==> src/rtl/icu_pkg.sv <==
// Constants, register map, field layout and carrier types of the poll/EOI logic.
// Assumes a single 50 MHz clock and a plain strobe-based register port.
// ****************************************************************
// Register map and fields
// ****************************************************************
package icu_pkg;

	localparam int          NSRC         = 7;
	localparam int          SRC_W        = 3;
	localparam int          DATA_W       = 16;
	localparam int          ADDR_W       = 4;
	localparam int          TYPE_W       = 5;
	localparam int          EV_W         = 4;

	// Register word indices
	localparam logic [3:0]  ADDR_POLL    = 4'h0;
	localparam logic [3:0]  ADDR_POLLSTS = 4'h1;
	localparam logic [3:0]  ADDR_EOS     = 4'h2;
	localparam logic [3:0]  ADDR_REQST   = 4'h3;
	localparam logic [3:0]  ADDR_INSERV  = 4'h4;
	localparam logic [3:0]  ADDR_MASK    = 4'h5;
	localparam logic [3:0]  ADDR_PRIMSK  = 4'h6;
	localparam logic [3:0]  ADDR_INTSTS  = 4'h7;
	localparam logic [3:0]  ADDR_EVSTS   = 4'h8;
	localparam logic [3:0]  ADDR_EVMASK  = 4'h9;

	// Field positions
	localparam int          POLL_PEND_BIT = 15;
	localparam int          EOS_NONSPEC_BIT = 15;
	localparam int          STS_TMR_LSB   = 0;
	localparam int          STS_SER_LSB   = 3;
	localparam int          STS_NMI_BIT   = 15;

	// Reset values
	localparam logic [2:0]  PM_RESET     = 3'h7;
	localparam logic [6:0]  MASK_RESET   = 7'h7F;

	// Source indices, fixed priority: lower index wins
	localparam logic [2:0]  SRC_TMR      = 3'h0;
	localparam logic [2:0]  SRC_SER      = 3'h1;
	localparam logic [2:0]  SRC_DIR_E    = 3'h2;

	// Interrupt types
	localparam logic [4:0]  TYPE_TMR     = 5'h08;
	localparam logic [4:0]  TYPE_SER     = 5'h14;
	localparam logic [4:0]  TYPE_DIR_E   = 5'h11;
	localparam logic [4:0]  TYPE_CASC_A  = 5'h0C;

	// Event bits of the event status register
	localparam int          EV_POLL_ACK  = 0;
	localparam int          EV_EOS       = 1;
	localparam int          EV_EOS_IDLE  = 2;
	localparam int          EV_PEND      = 3;

	typedef struct packed {
		logic                  wr;
		logic                  rd;
		logic [ADDR_W-1:0]     addr;
		logic [DATA_W-1:0]     wdata;
	} icu_bus_t;

	typedef struct packed {
		logic                  pend;
		logic [TYPE_W-1:0]     vtype;
	} icu_poll_t;

	// Interrupt type of a source index
	function automatic logic [4:0] src_type(input logic [2:0] idx);
		case (idx)
			SRC_TMR:  src_type = TYPE_TMR;
			SRC_SER:  src_type = TYPE_SER;
			SRC_DIR_E: src_type = TYPE_DIR_E;
			default:   src_type = TYPE_CASC_A + {2'h0, idx - 3'h3};
		endcase
	endfunction : src_type

endpackage : icu_pkg

==> src/rtl/icu_pri_enc.sv <==
// Fixed priority encoder: lowest set bit wins.
// Assumes a purely combinational use inside the poll/EOI block.
`timescale 1ns/1ps
`default_nettype none
module icu_pri_enc (
	input  wire logic [6:0] vec_i,
	output logic            valid_o,
	output logic [2:0]      idx_o
);
	always_comb begin
		idx_o = 3'h0;
		for (int i = 6; i >= 0; i--) begin
			if (vec_i[i]) begin
				idx_o = 3'(i);
			end
		end
	end

	assign valid_o = |vec_i;
endmodule : icu_pri_enc
`default_nettype wire

==> src/rtl/icu_evt_irq.sv <==
// Sticky event status, mask and level interrupt output.
// Assumes write strobes from the register decoder on the same clock.
`timescale 1ns/1ps
`default_nettype none
module icu_evt_irq (
	input  wire logic       clk_i,
	input  wire logic       rst_n_i,
	input  wire logic [3:0] evt_i,
	input  wire logic       wr_sts_i,
	input  wire logic       wr_mask_i,
	input  wire logic [3:0] wdata_i,
	output logic [3:0]      sts_o,
	output logic [3:0]      mask_o,
	output logic            irq_o
);
	logic [3:0] sts_reg;
	logic [3:0] sts_next;
	logic [3:0] mask_reg;
	logic       irq_reg;

	// A new event beats a write-one-to-clear in the same cycle
	assign sts_next = (sts_reg & ~(wr_sts_i ? wdata_i : 4'h0)) | evt_i;

	always_ff @(posedge clk_i or negedge rst_n_i) begin
		if (!rst_n_i) begin
			sts_reg  <= 4'h0;
			mask_reg <= 4'h0;
			irq_reg  <= 1'b0;
		end else begin
			sts_reg  <= sts_next;
			if (wr_mask_i) begin
				mask_reg <= wdata_i;
			end
			irq_reg  <= |(sts_next & (wr_mask_i ? wdata_i : mask_reg));
		end
	end

	assign sts_o  = sts_reg;
	assign mask_o = mask_reg;
	assign irq_o  = irq_reg;
endmodule : icu_evt_irq
`default_nettype wire

==> src/rtl/icu_poll_eoi.sv <==
// Poll, poll status, end-of-service and interrupt status logic.
// Assumes same-clock request pulses from the source logic and a
// core that runs the vectoring handshake through hw_ack_i.
//
// Our own choices: the strobed register port and the register addresses.
`timescale 1ns/1ps
`default_nettype none
module icu_poll_eoi (
	input  wire logic             clk_i,
	input  wire logic             rst_n_i,
	input  wire icu_pkg::icu_bus_t bus_i,
	output logic [15:0]           rdata_o,
	input  wire logic [4:0]       ext_req_i,
	input  wire logic [2:0]       tmr_evt_i,
	input  wire logic [1:0]       ser_evt_i,
	input  wire logic             nmi_i,
	input  wire logic             nmi_ack_i,
	input  wire logic             hw_ack_i,
	output logic                  int_pend_o,
	output logic                  ack_valid_o,
	output logic [4:0]            ack_type_o,
	output logic                  irq_o
);

	// ****************************************************************
	// State
	// ****************************************************************
	logic [6:0]  req_reg;
	logic [6:0]  req_next;
	logic [6:0]  ins_reg;
	logic [6:0]  ins_next;
	logic [6:0]  mask_reg;
	logic [2:0]  pm_reg;
	logic [15:0] sts_reg;
	logic [15:0] sts_next;
	logic [15:0] rdata_reg;
	logic        ack_valid_reg;
	logic [4:0]  ack_type_reg;
	logic        pend_q_reg;
	logic        nmi_s1_reg;
	logic        nmi_s2_reg;
	logic        nmi_s3_reg;

	// ****************************************************************
	// Helpers
	// ****************************************************************
	// Lowest set bit of a vector, as a one-hot mask
	function automatic logic [15:0] first_bit(input logic [15:0] v);
		first_bit = v & (~v + 16'h0001);
	endfunction : first_bit

	// Source index of an interrupt type; valid flag low if none matches
	function automatic logic [3:0] type_to_src(input logic [4:0] t);
		type_to_src = 4'h0;
		for (int i = 0; i < icu_pkg::NSRC; i++) begin
			if (icu_pkg::src_type(3'(i)) == t) begin
				type_to_src = {1'b1, 3'(i)};
			end
		end
	endfunction : type_to_src

	// ****************************************************************
	// Register decode
	// ****************************************************************
	wire wr_eos    = bus_i.wr && bus_i.addr == icu_pkg::ADDR_EOS;
	wire wr_mask   = bus_i.wr && bus_i.addr == icu_pkg::ADDR_MASK;
	wire wr_pm     = bus_i.wr && bus_i.addr == icu_pkg::ADDR_PRIMSK;
	wire wr_evsts  = bus_i.wr && bus_i.addr == icu_pkg::ADDR_EVSTS;
	wire wr_evmask = bus_i.wr && bus_i.addr == icu_pkg::ADDR_EVMASK;
	wire rd_poll   = bus_i.rd && bus_i.addr == icu_pkg::ADDR_POLL;

	// ****************************************************************
	// Request set and pending resolution
	// ****************************************************************
	// Requests land whether masked or not
	wire [6:0] req_set = {ext_req_i, |ser_evt_i, |tmr_evt_i};

	wire       ins_valid;
	wire [2:0] ins_idx;
	wire       pend_valid;
	wire [2:0] pend_idx;
	logic [6:0] elig;

	// Eligible: unmasked, within threshold, above anything in service
	always_comb begin
		for (int i = 0; i < icu_pkg::NSRC; i++) begin
			elig[i] = req_reg[i] && !mask_reg[i] && 3'(i) <= pm_reg &&
				(!ins_valid || 3'(i) < ins_idx);
		end
	end

	icu_pri_enc u_ins_enc (
		.vec_i   (ins_reg),
		.valid_o (ins_valid),
		.idx_o   (ins_idx)
	);

	icu_pri_enc u_pend_enc (
		.vec_i   (elig),
		.valid_o (pend_valid),
		.idx_o   (pend_idx)
	);

	// ****************************************************************
	// Poll word
	// ****************************************************************
	icu_pkg::icu_poll_t poll_word;
	assign poll_word.pend  = pend_valid;
	assign poll_word.vtype = pend_valid ? icu_pkg::src_type(pend_idx) : 5'h00;

	wire [15:0] poll_data = {poll_word.pend, 10'h000, poll_word.vtype};

	// ****************************************************************
	// Acknowledge
	// ****************************************************************
	// A poll read takes the acknowledge; a hardware one in the same
	// cycle is dropped, the core retries only if int_pend_o is still up.
	wire poll_ack = rd_poll && pend_valid;
	wire hw_take  = hw_ack_i && pend_valid && !rd_poll;
	wire ack_fire = poll_ack || hw_take;
	wire [6:0] ack_hot = ack_fire ? 7'h01 << pend_idx : 7'h00;

	// ****************************************************************
	// End of service
	// ****************************************************************
	wire       eos_nonspec = bus_i.wdata[icu_pkg::EOS_NONSPEC_BIT];
	wire [3:0] eos_match   = type_to_src(bus_i.wdata[icu_pkg::TYPE_W-1:0]);
	logic [6:0] eos_clr;

	// An unknown specific type clears nothing
	always_comb begin
		eos_clr = 7'h00;
		if (wr_eos) begin
			if (eos_nonspec) begin
				// Empty in-service leaves the mask at zero
				eos_clr = ins_valid ? 7'h01 << ins_idx : 7'h00;
			end else if (eos_match[3]) begin
				// Type 8 maps to the one timer bit
				eos_clr = 7'h01 << eos_match[2:0];
			end
		end
	end

	// Acknowledge beats a clear of the same bit
	assign ins_next = (ins_reg & ~eos_clr) | ack_hot;
	assign req_next = (req_reg & ~ack_hot) | req_set;

	// ****************************************************************
	// Interrupt status register
	// ****************************************************************
	wire        nmi_rise = nmi_s2_reg && !nmi_s3_reg;
	wire [15:0] sts_tmr_m = 16'h0007 << icu_pkg::STS_TMR_LSB;
	wire [15:0] sts_ser_m = 16'h0003 << icu_pkg::STS_SER_LSB;
	wire [15:0] sts_nmi_m = 16'h0001 << icu_pkg::STS_NMI_BIT;
	wire [15:0] sts_set;
	logic [15:0] sts_clr;

	// Every bit sets on its own, no exclusion between them
	assign sts_set = ({13'h0000, tmr_evt_i} << icu_pkg::STS_TMR_LSB) |
		({14'h0000, ser_evt_i} << icu_pkg::STS_SER_LSB) |
		(nmi_rise ? sts_nmi_m : 16'h0000);

	// Acknowledge of a shared source retires its lowest-numbered sub-bit
	always_comb begin
		sts_clr = 16'h0000;
		if (ack_fire && pend_idx == icu_pkg::SRC_TMR) begin
			sts_clr = first_bit(sts_reg & sts_tmr_m);
		end else if (ack_fire && pend_idx == icu_pkg::SRC_SER) begin
			sts_clr = first_bit(sts_reg & sts_ser_m);
		end
		if (nmi_ack_i) begin
			sts_clr = sts_clr | sts_nmi_m;
		end
	end

	assign sts_next = (sts_reg & ~sts_clr) | sts_set;

	// ****************************************************************
	// Event interrupt
	// ****************************************************************
	wire [3:0] evt;
	wire [3:0] ev_sts;
	wire [3:0] ev_mask;

	assign evt[icu_pkg::EV_POLL_ACK] = poll_ack;
	assign evt[icu_pkg::EV_EOS]      = |eos_clr;
	assign evt[icu_pkg::EV_EOS_IDLE] = wr_eos && eos_nonspec && !ins_valid;
	assign evt[icu_pkg::EV_PEND]     = pend_valid && !pend_q_reg;

	icu_evt_irq u_evt_irq (
		.clk_i     (clk_i),
		.rst_n_i   (rst_n_i),
		.evt_i     (evt),
		.wr_sts_i  (wr_evsts),
		.wr_mask_i (wr_evmask),
		.wdata_i   (bus_i.wdata[3:0]),
		.sts_o     (ev_sts),
		.mask_o    (ev_mask),
		.irq_o     (irq_o)
	);

	// ****************************************************************
	// Read mux
	// ****************************************************************
	logic [15:0] rd_mux;

	// Both poll words come from one source; only a read at ADDR_POLL takes the acknowledge
	always_comb begin
		case (bus_i.addr)
			icu_pkg::ADDR_POLL:    rd_mux = poll_data;
			icu_pkg::ADDR_POLLSTS: rd_mux = poll_data;
			icu_pkg::ADDR_REQST:   rd_mux = {9'h000, req_reg};
			icu_pkg::ADDR_INSERV:  rd_mux = {9'h000, ins_reg};
			icu_pkg::ADDR_MASK:    rd_mux = {9'h000, mask_reg};
			icu_pkg::ADDR_PRIMSK:  rd_mux = {13'h0000, pm_reg};
			icu_pkg::ADDR_INTSTS:  rd_mux = sts_reg;
			icu_pkg::ADDR_EVSTS:   rd_mux = {12'h000, ev_sts};
			icu_pkg::ADDR_EVMASK:  rd_mux = {12'h000, ev_mask};
			default:               rd_mux = 16'h0000;
		endcase
	end

	// ****************************************************************
	// Registers
	// ****************************************************************
	always_ff @(posedge clk_i or negedge rst_n_i) begin
		if (!rst_n_i) begin
			nmi_s1_reg <= 1'b0;
			nmi_s2_reg <= 1'b0;
			nmi_s3_reg <= 1'b0;
		end else begin
			nmi_s1_reg <= nmi_i;
			nmi_s2_reg <= nmi_s1_reg;
			nmi_s3_reg <= nmi_s2_reg;
		end
	end

	always_ff @(posedge clk_i or negedge rst_n_i) begin
		if (!rst_n_i) begin
			req_reg    <= 7'h00;
			ins_reg    <= 7'h00;
			sts_reg    <= 16'h0000;
			pend_q_reg <= 1'b0;
		end else begin
			req_reg    <= req_next;
			ins_reg    <= ins_next;
			sts_reg    <= sts_next;
			pend_q_reg <= pend_valid;
		end
	end

	always_ff @(posedge clk_i or negedge rst_n_i) begin
		if (!rst_n_i) begin
			mask_reg <= icu_pkg::MASK_RESET;
			pm_reg   <= icu_pkg::PM_RESET;
		end else begin
			if (wr_mask) begin
				mask_reg <= bus_i.wdata[6:0];
			end
			if (wr_pm) begin
				pm_reg <= bus_i.wdata[2:0];
			end
		end
	end

	// Read data stand only in the cycle after the strobe
	always_ff @(posedge clk_i or negedge rst_n_i) begin
		if (!rst_n_i) begin
			rdata_reg <= 16'h0000;
		end else begin
			rdata_reg <= bus_i.rd ? rd_mux : 16'h0000;
		end
	end

	// Vector offered to the core only on the hardware path
	always_ff @(posedge clk_i or negedge rst_n_i) begin
		if (!rst_n_i) begin
			ack_valid_reg <= 1'b0;
			ack_type_reg  <= 5'h00;
		end else begin
			ack_valid_reg <= hw_take;
			if (hw_take) begin
				ack_type_reg <= icu_pkg::src_type(pend_idx);
			end
		end
	end

	// ****************************************************************
	// Outputs
	// ****************************************************************
	assign rdata_o     = rdata_reg;
	assign int_pend_o  = pend_valid;
	assign ack_valid_o = ack_valid_reg;
	assign ack_type_o  = ack_type_reg;

endmodule : icu_poll_eoi
`default_nettype wire

==> config.mk <==
export PLATFORM = sky130hd
export DESIGN_NAME = icu_poll_eoi
export DESIGN_NICKNAME = d
export VERILOG_FILES = /design/src/rtl/icu_pkg.sv /design/src/rtl/icu_pri_enc.sv /design/src/rtl/icu_evt_irq.sv /design/src/rtl/icu_poll_eoi.sv
export SDC_FILE = /design/constraint.sdc
export NUM_CORES = 1
export LEC_CHECK = 0
export BUFFER_PORTS_ARGS = -buffer_cell sky130_fd_sc_hd__buf_2
export CAP_MARGIN = 20
export CORE_ASPECT_RATIO = 2
export CORE_MARGIN = 4
export CORE_UTILIZATION = 40
export CTS_BUF_LIST = sky130_fd_sc_hd__clkbuf_2 sky130_fd_sc_hd__clkbuf_4 sky130_fd_sc_hd__clkbuf_8
export DETAILED_ROUTE_END_ITERATION = 10
export SLEW_MARGIN = 10
export SYNTH_ARGS = -nofsm -noshare
export SYNTH_HDL_FRONTEND = slang
export SYNTH_HIERARCHICAL = 1
export SYNTH_SLANG_ARGS = --single-unit
==> constraint.sdc <==
create_clock -name clk_i -period 8.2 [get_ports clk_i]
set_input_delay 1.64 -clock clk_i [delete_from_list [all_inputs] [get_ports clk_i]]
set_output_delay 1.64 -clock clk_i [all_outputs]
set_load 0.05 [all_outputs]
==> flow_summary.ini <==
[logic_synthesis]
synth_top_area_cell = dfrtp_1
ys_ff_latch = 57
ys_seq_area_share_pct = 42.5
synth-main-ff-cell = dfrtp_1
synthTopCellsByCount = 47 x dfrtp_1, 20 x nand2_1, 15 x nor2_1, 14 x inv_1, 14 x nand3_1
synth_cell_type_count = 72
synth_edf_count = 0
synth_warnings = 6
synth_area_mm2 = 0.00339
synth_top_area_share_pct = 34.7
post_synth_inst_count = 337
async_flop_share_pct = 100
synthTopCellsByArea = dfrtp_1 35%, dfstp_2 7.8%, mux2_2 3.7%
yosysMostFrequentCell = dfrtp_1
syn_area_per_cell_um2 = 10.1

[cts]
cts_buffers = 9
clockBufferDepth = 2
cts_root_buf = clkbuf_8
cts_tree = done
ctsHoldBuffers = 0
cts_resized = 0
clock_sinks = 57
worstSkewPairLatency_ns = 0.35
clk_pin_slew_ns = 0.07
cts_setup_buffers = 0
htree_num_levels = 3

[global_route]
gr-total-overflow = 0
grt_pass1_wl_mm = 15.3
grt_max_degree = 58
grt_usage_pct = 20.2
grt_pass1_vias = 2926
antenna_found_initial = 0

[cells_and_area]
areaGrowthSynthToFinish_pct = 12.9
seq_area_mm2 = 0.00144
stdcell_count = 479
fill_cells = 795
fin_nets = 418
antenna_cells = 0
multi_input_area_mm2 = 0.00178
largest_register_ffs = 8
drive_gt1_share_pct = 27.3

[critical_path]
cp-end-kind = primary output
path_class = reg -> out
crit_required_ns = 6.56
arrival_ns = 3.44
rrSetupSlack_ns = 3.83
cp_max_fo = 14
critPathLaunchType = flip-flop

[flow_run]
maxCapViolCount = 0

[sta]
clock-skew-final_ns = 0.00638
max_freq_mhz = 197
setup_viol = 0
rsz0062_at_grt = no
worstMarginPinSlew_ns = 0.872
fin_setup_tns_ns = 0
fin_hold_ws_ns = 0.352
finalHoldViolCount = 0
relSlewSlack_pct = 41.4
drv_slew = 0
post-route-min-period_ns = 5.08
post-route-period-util_pct = 61.9

[die]
dieWidth_um = 73.1
die-area_mm2 = 0.0101
num_rows = 47
initial_core_util_pct = 40.9
core_area_mm2 = 0.00829
ios = 61
die_h_um = 138

[route]
num_vias = 2773
first_pass_iters = 4
via_per_inst = 5.79
drtAntennaViolNets = 0
drc_errors = 0
wire_per_inst_um = 19.9
first_iter_violations = 236
wl_mm = 9.56

[power]
leakage_uw = 0.00158
vdd_drop_max_mv = 0.167
powerDensity_mw_per_mm2 = 292

[place]
place.port_buffers = 44
dpl.hpwl_mm = 7.48
dpl.cell_count = 463
gp_congestion = 0.916

[worst_hold_path]
hold_path_class = reg -> reg

[run_status]
status = finished clean
cell type report:
cell class                      instances  share of cell area (%)
Clock buffer                           10                    3.60
Clock inverter                          6                    1.73
Inverter                               14                    1.37
Multi-Input combinational cell        249                    46.6
Sequential cell                        57                    37.6
Tap cell                               98                    3.20
Timing Repair Buffer                   45                    5.95
final timing paths:
kind,startpoint,end,depth (start not counted)
worst max-delay path,ins_reg[0],int_pend_o,7
worst min-delay path,nmi_s1_reg,nmi_s2_reg,0
worst max register to register,ins_reg[5],rdata_o[2],13
worst min register to register,nmi_s1_reg,nmi_s2_reg,0
max in group asynchronous,rst_n_i,ack_valid_o,2
min in group asynchronous,rst_n_i,req_reg[6],2
metal layers:
| layer | GRT usage [%] | share of wire (%) | vias up |
|---|---|---|---|
| met5 | 0 | 0 | - |
| met4 | 13.5 | 5.8 | 0 |
| met3 | 3.42 | 4.1 | 29 |
| met2 | 34.5 | 54 | 84 |
| met1 | 21.7 | 36 | 1347 |
| li1 | - | - | 1313 |
power by group:
part / total, µW / switching [µW] / internal [µW]
sequential: 393 / 47.3 / 345
clock: 270 / 122 / 149
combinational: 455 / 292 / 163
total: 1120 / 461 / 657
per-stage QoR:
step / util, % / power (µW) / setup slack [ns] / area [µm²]
floorplan: - / 738 / 4.20 / 3420
global placement: 43.7 / 847 / 3.61 / 3620
detailed placement: 43.7 / 853 / 3.56 / 3620
CTS: 46.2 / 1130 / 3.16 / 3830
global route: 46.2 / 1190 / 2.93 / 3830
finish: 46.2 / 1120 / 3.12 / 3830
cell usage in the layout, fill, tap and decap left out, types with 4 or more instances in the layout:
| cell type | synthesis | routed |
|---|---|---|
| mux2_2 | 11 | 11 |
| mux2i_1 | 4 | 4 |
| nand2_1 | 20 | 20 |
| o211ai_1 | 4 | 4 |
| conb_1 | 1 | 8 |
| nor3_1 | 12 | 12 |
| a31oi_1 | 7 | 7 |
| inv_1 | 14 | 14 |
| ha_1 | 5 | 5 |
| nor3b_1 | 4 | 4 |
| nand2b_1 | 7 | 7 |
| a21oi_1 | 7 | 7 |
| a21o_1 | 10 | 10 |
| dfrtp_1 | 47 | 47 |
| o21ai_0 | 6 | 6 |
| nand4_1 | 4 | 4 |
| a21boi_0 | 4 | 4 |
| nor2b_1 | 13 | 13 |
| nand3_1 | 14 | 14 |
| nand3b_1 | 6 | 6 |
| clkbuf_8 | 0 | 10 |
| nor2_1 | 15 | 15 |
| mux2_1 | 5 | 5 |
| o21ai_1 | 8 | 8 |
| dfstp_2 | 10 | 10 |
| a22o_1 | 5 | 5 |
| buf_2 | 6 | 44 |
logic make-up (layout without fill, tap and decap cells):
kind of cell / count (synthesis) / after routing / synth area share [%]
mux: 21 / 21 / 7.16
compound gates: 89 / 89 / 19.9
other cells: 1 / 8 / 0.111
simple gates: 125 / 125 / 22.5
xor+xnor: 1 / 1 / 0.258
fa+ha+maj: 5 / 5 / 1.85
flops: 57 / 57 / 42.5
buf+inv: 38 / 75 / 5.76
worst max-delay path, cell delays in order, from the launching register on:
cell and delay (ns):
dfrtp_1 0.43, or4_4 0.55, nor2_1 0.44, nor2b_1 0.15, a2111oi_0 0.74, or4_4 0.26
nand2b_4 0.22, buf_2 0.30
Power figures use the tool's default switching activity.
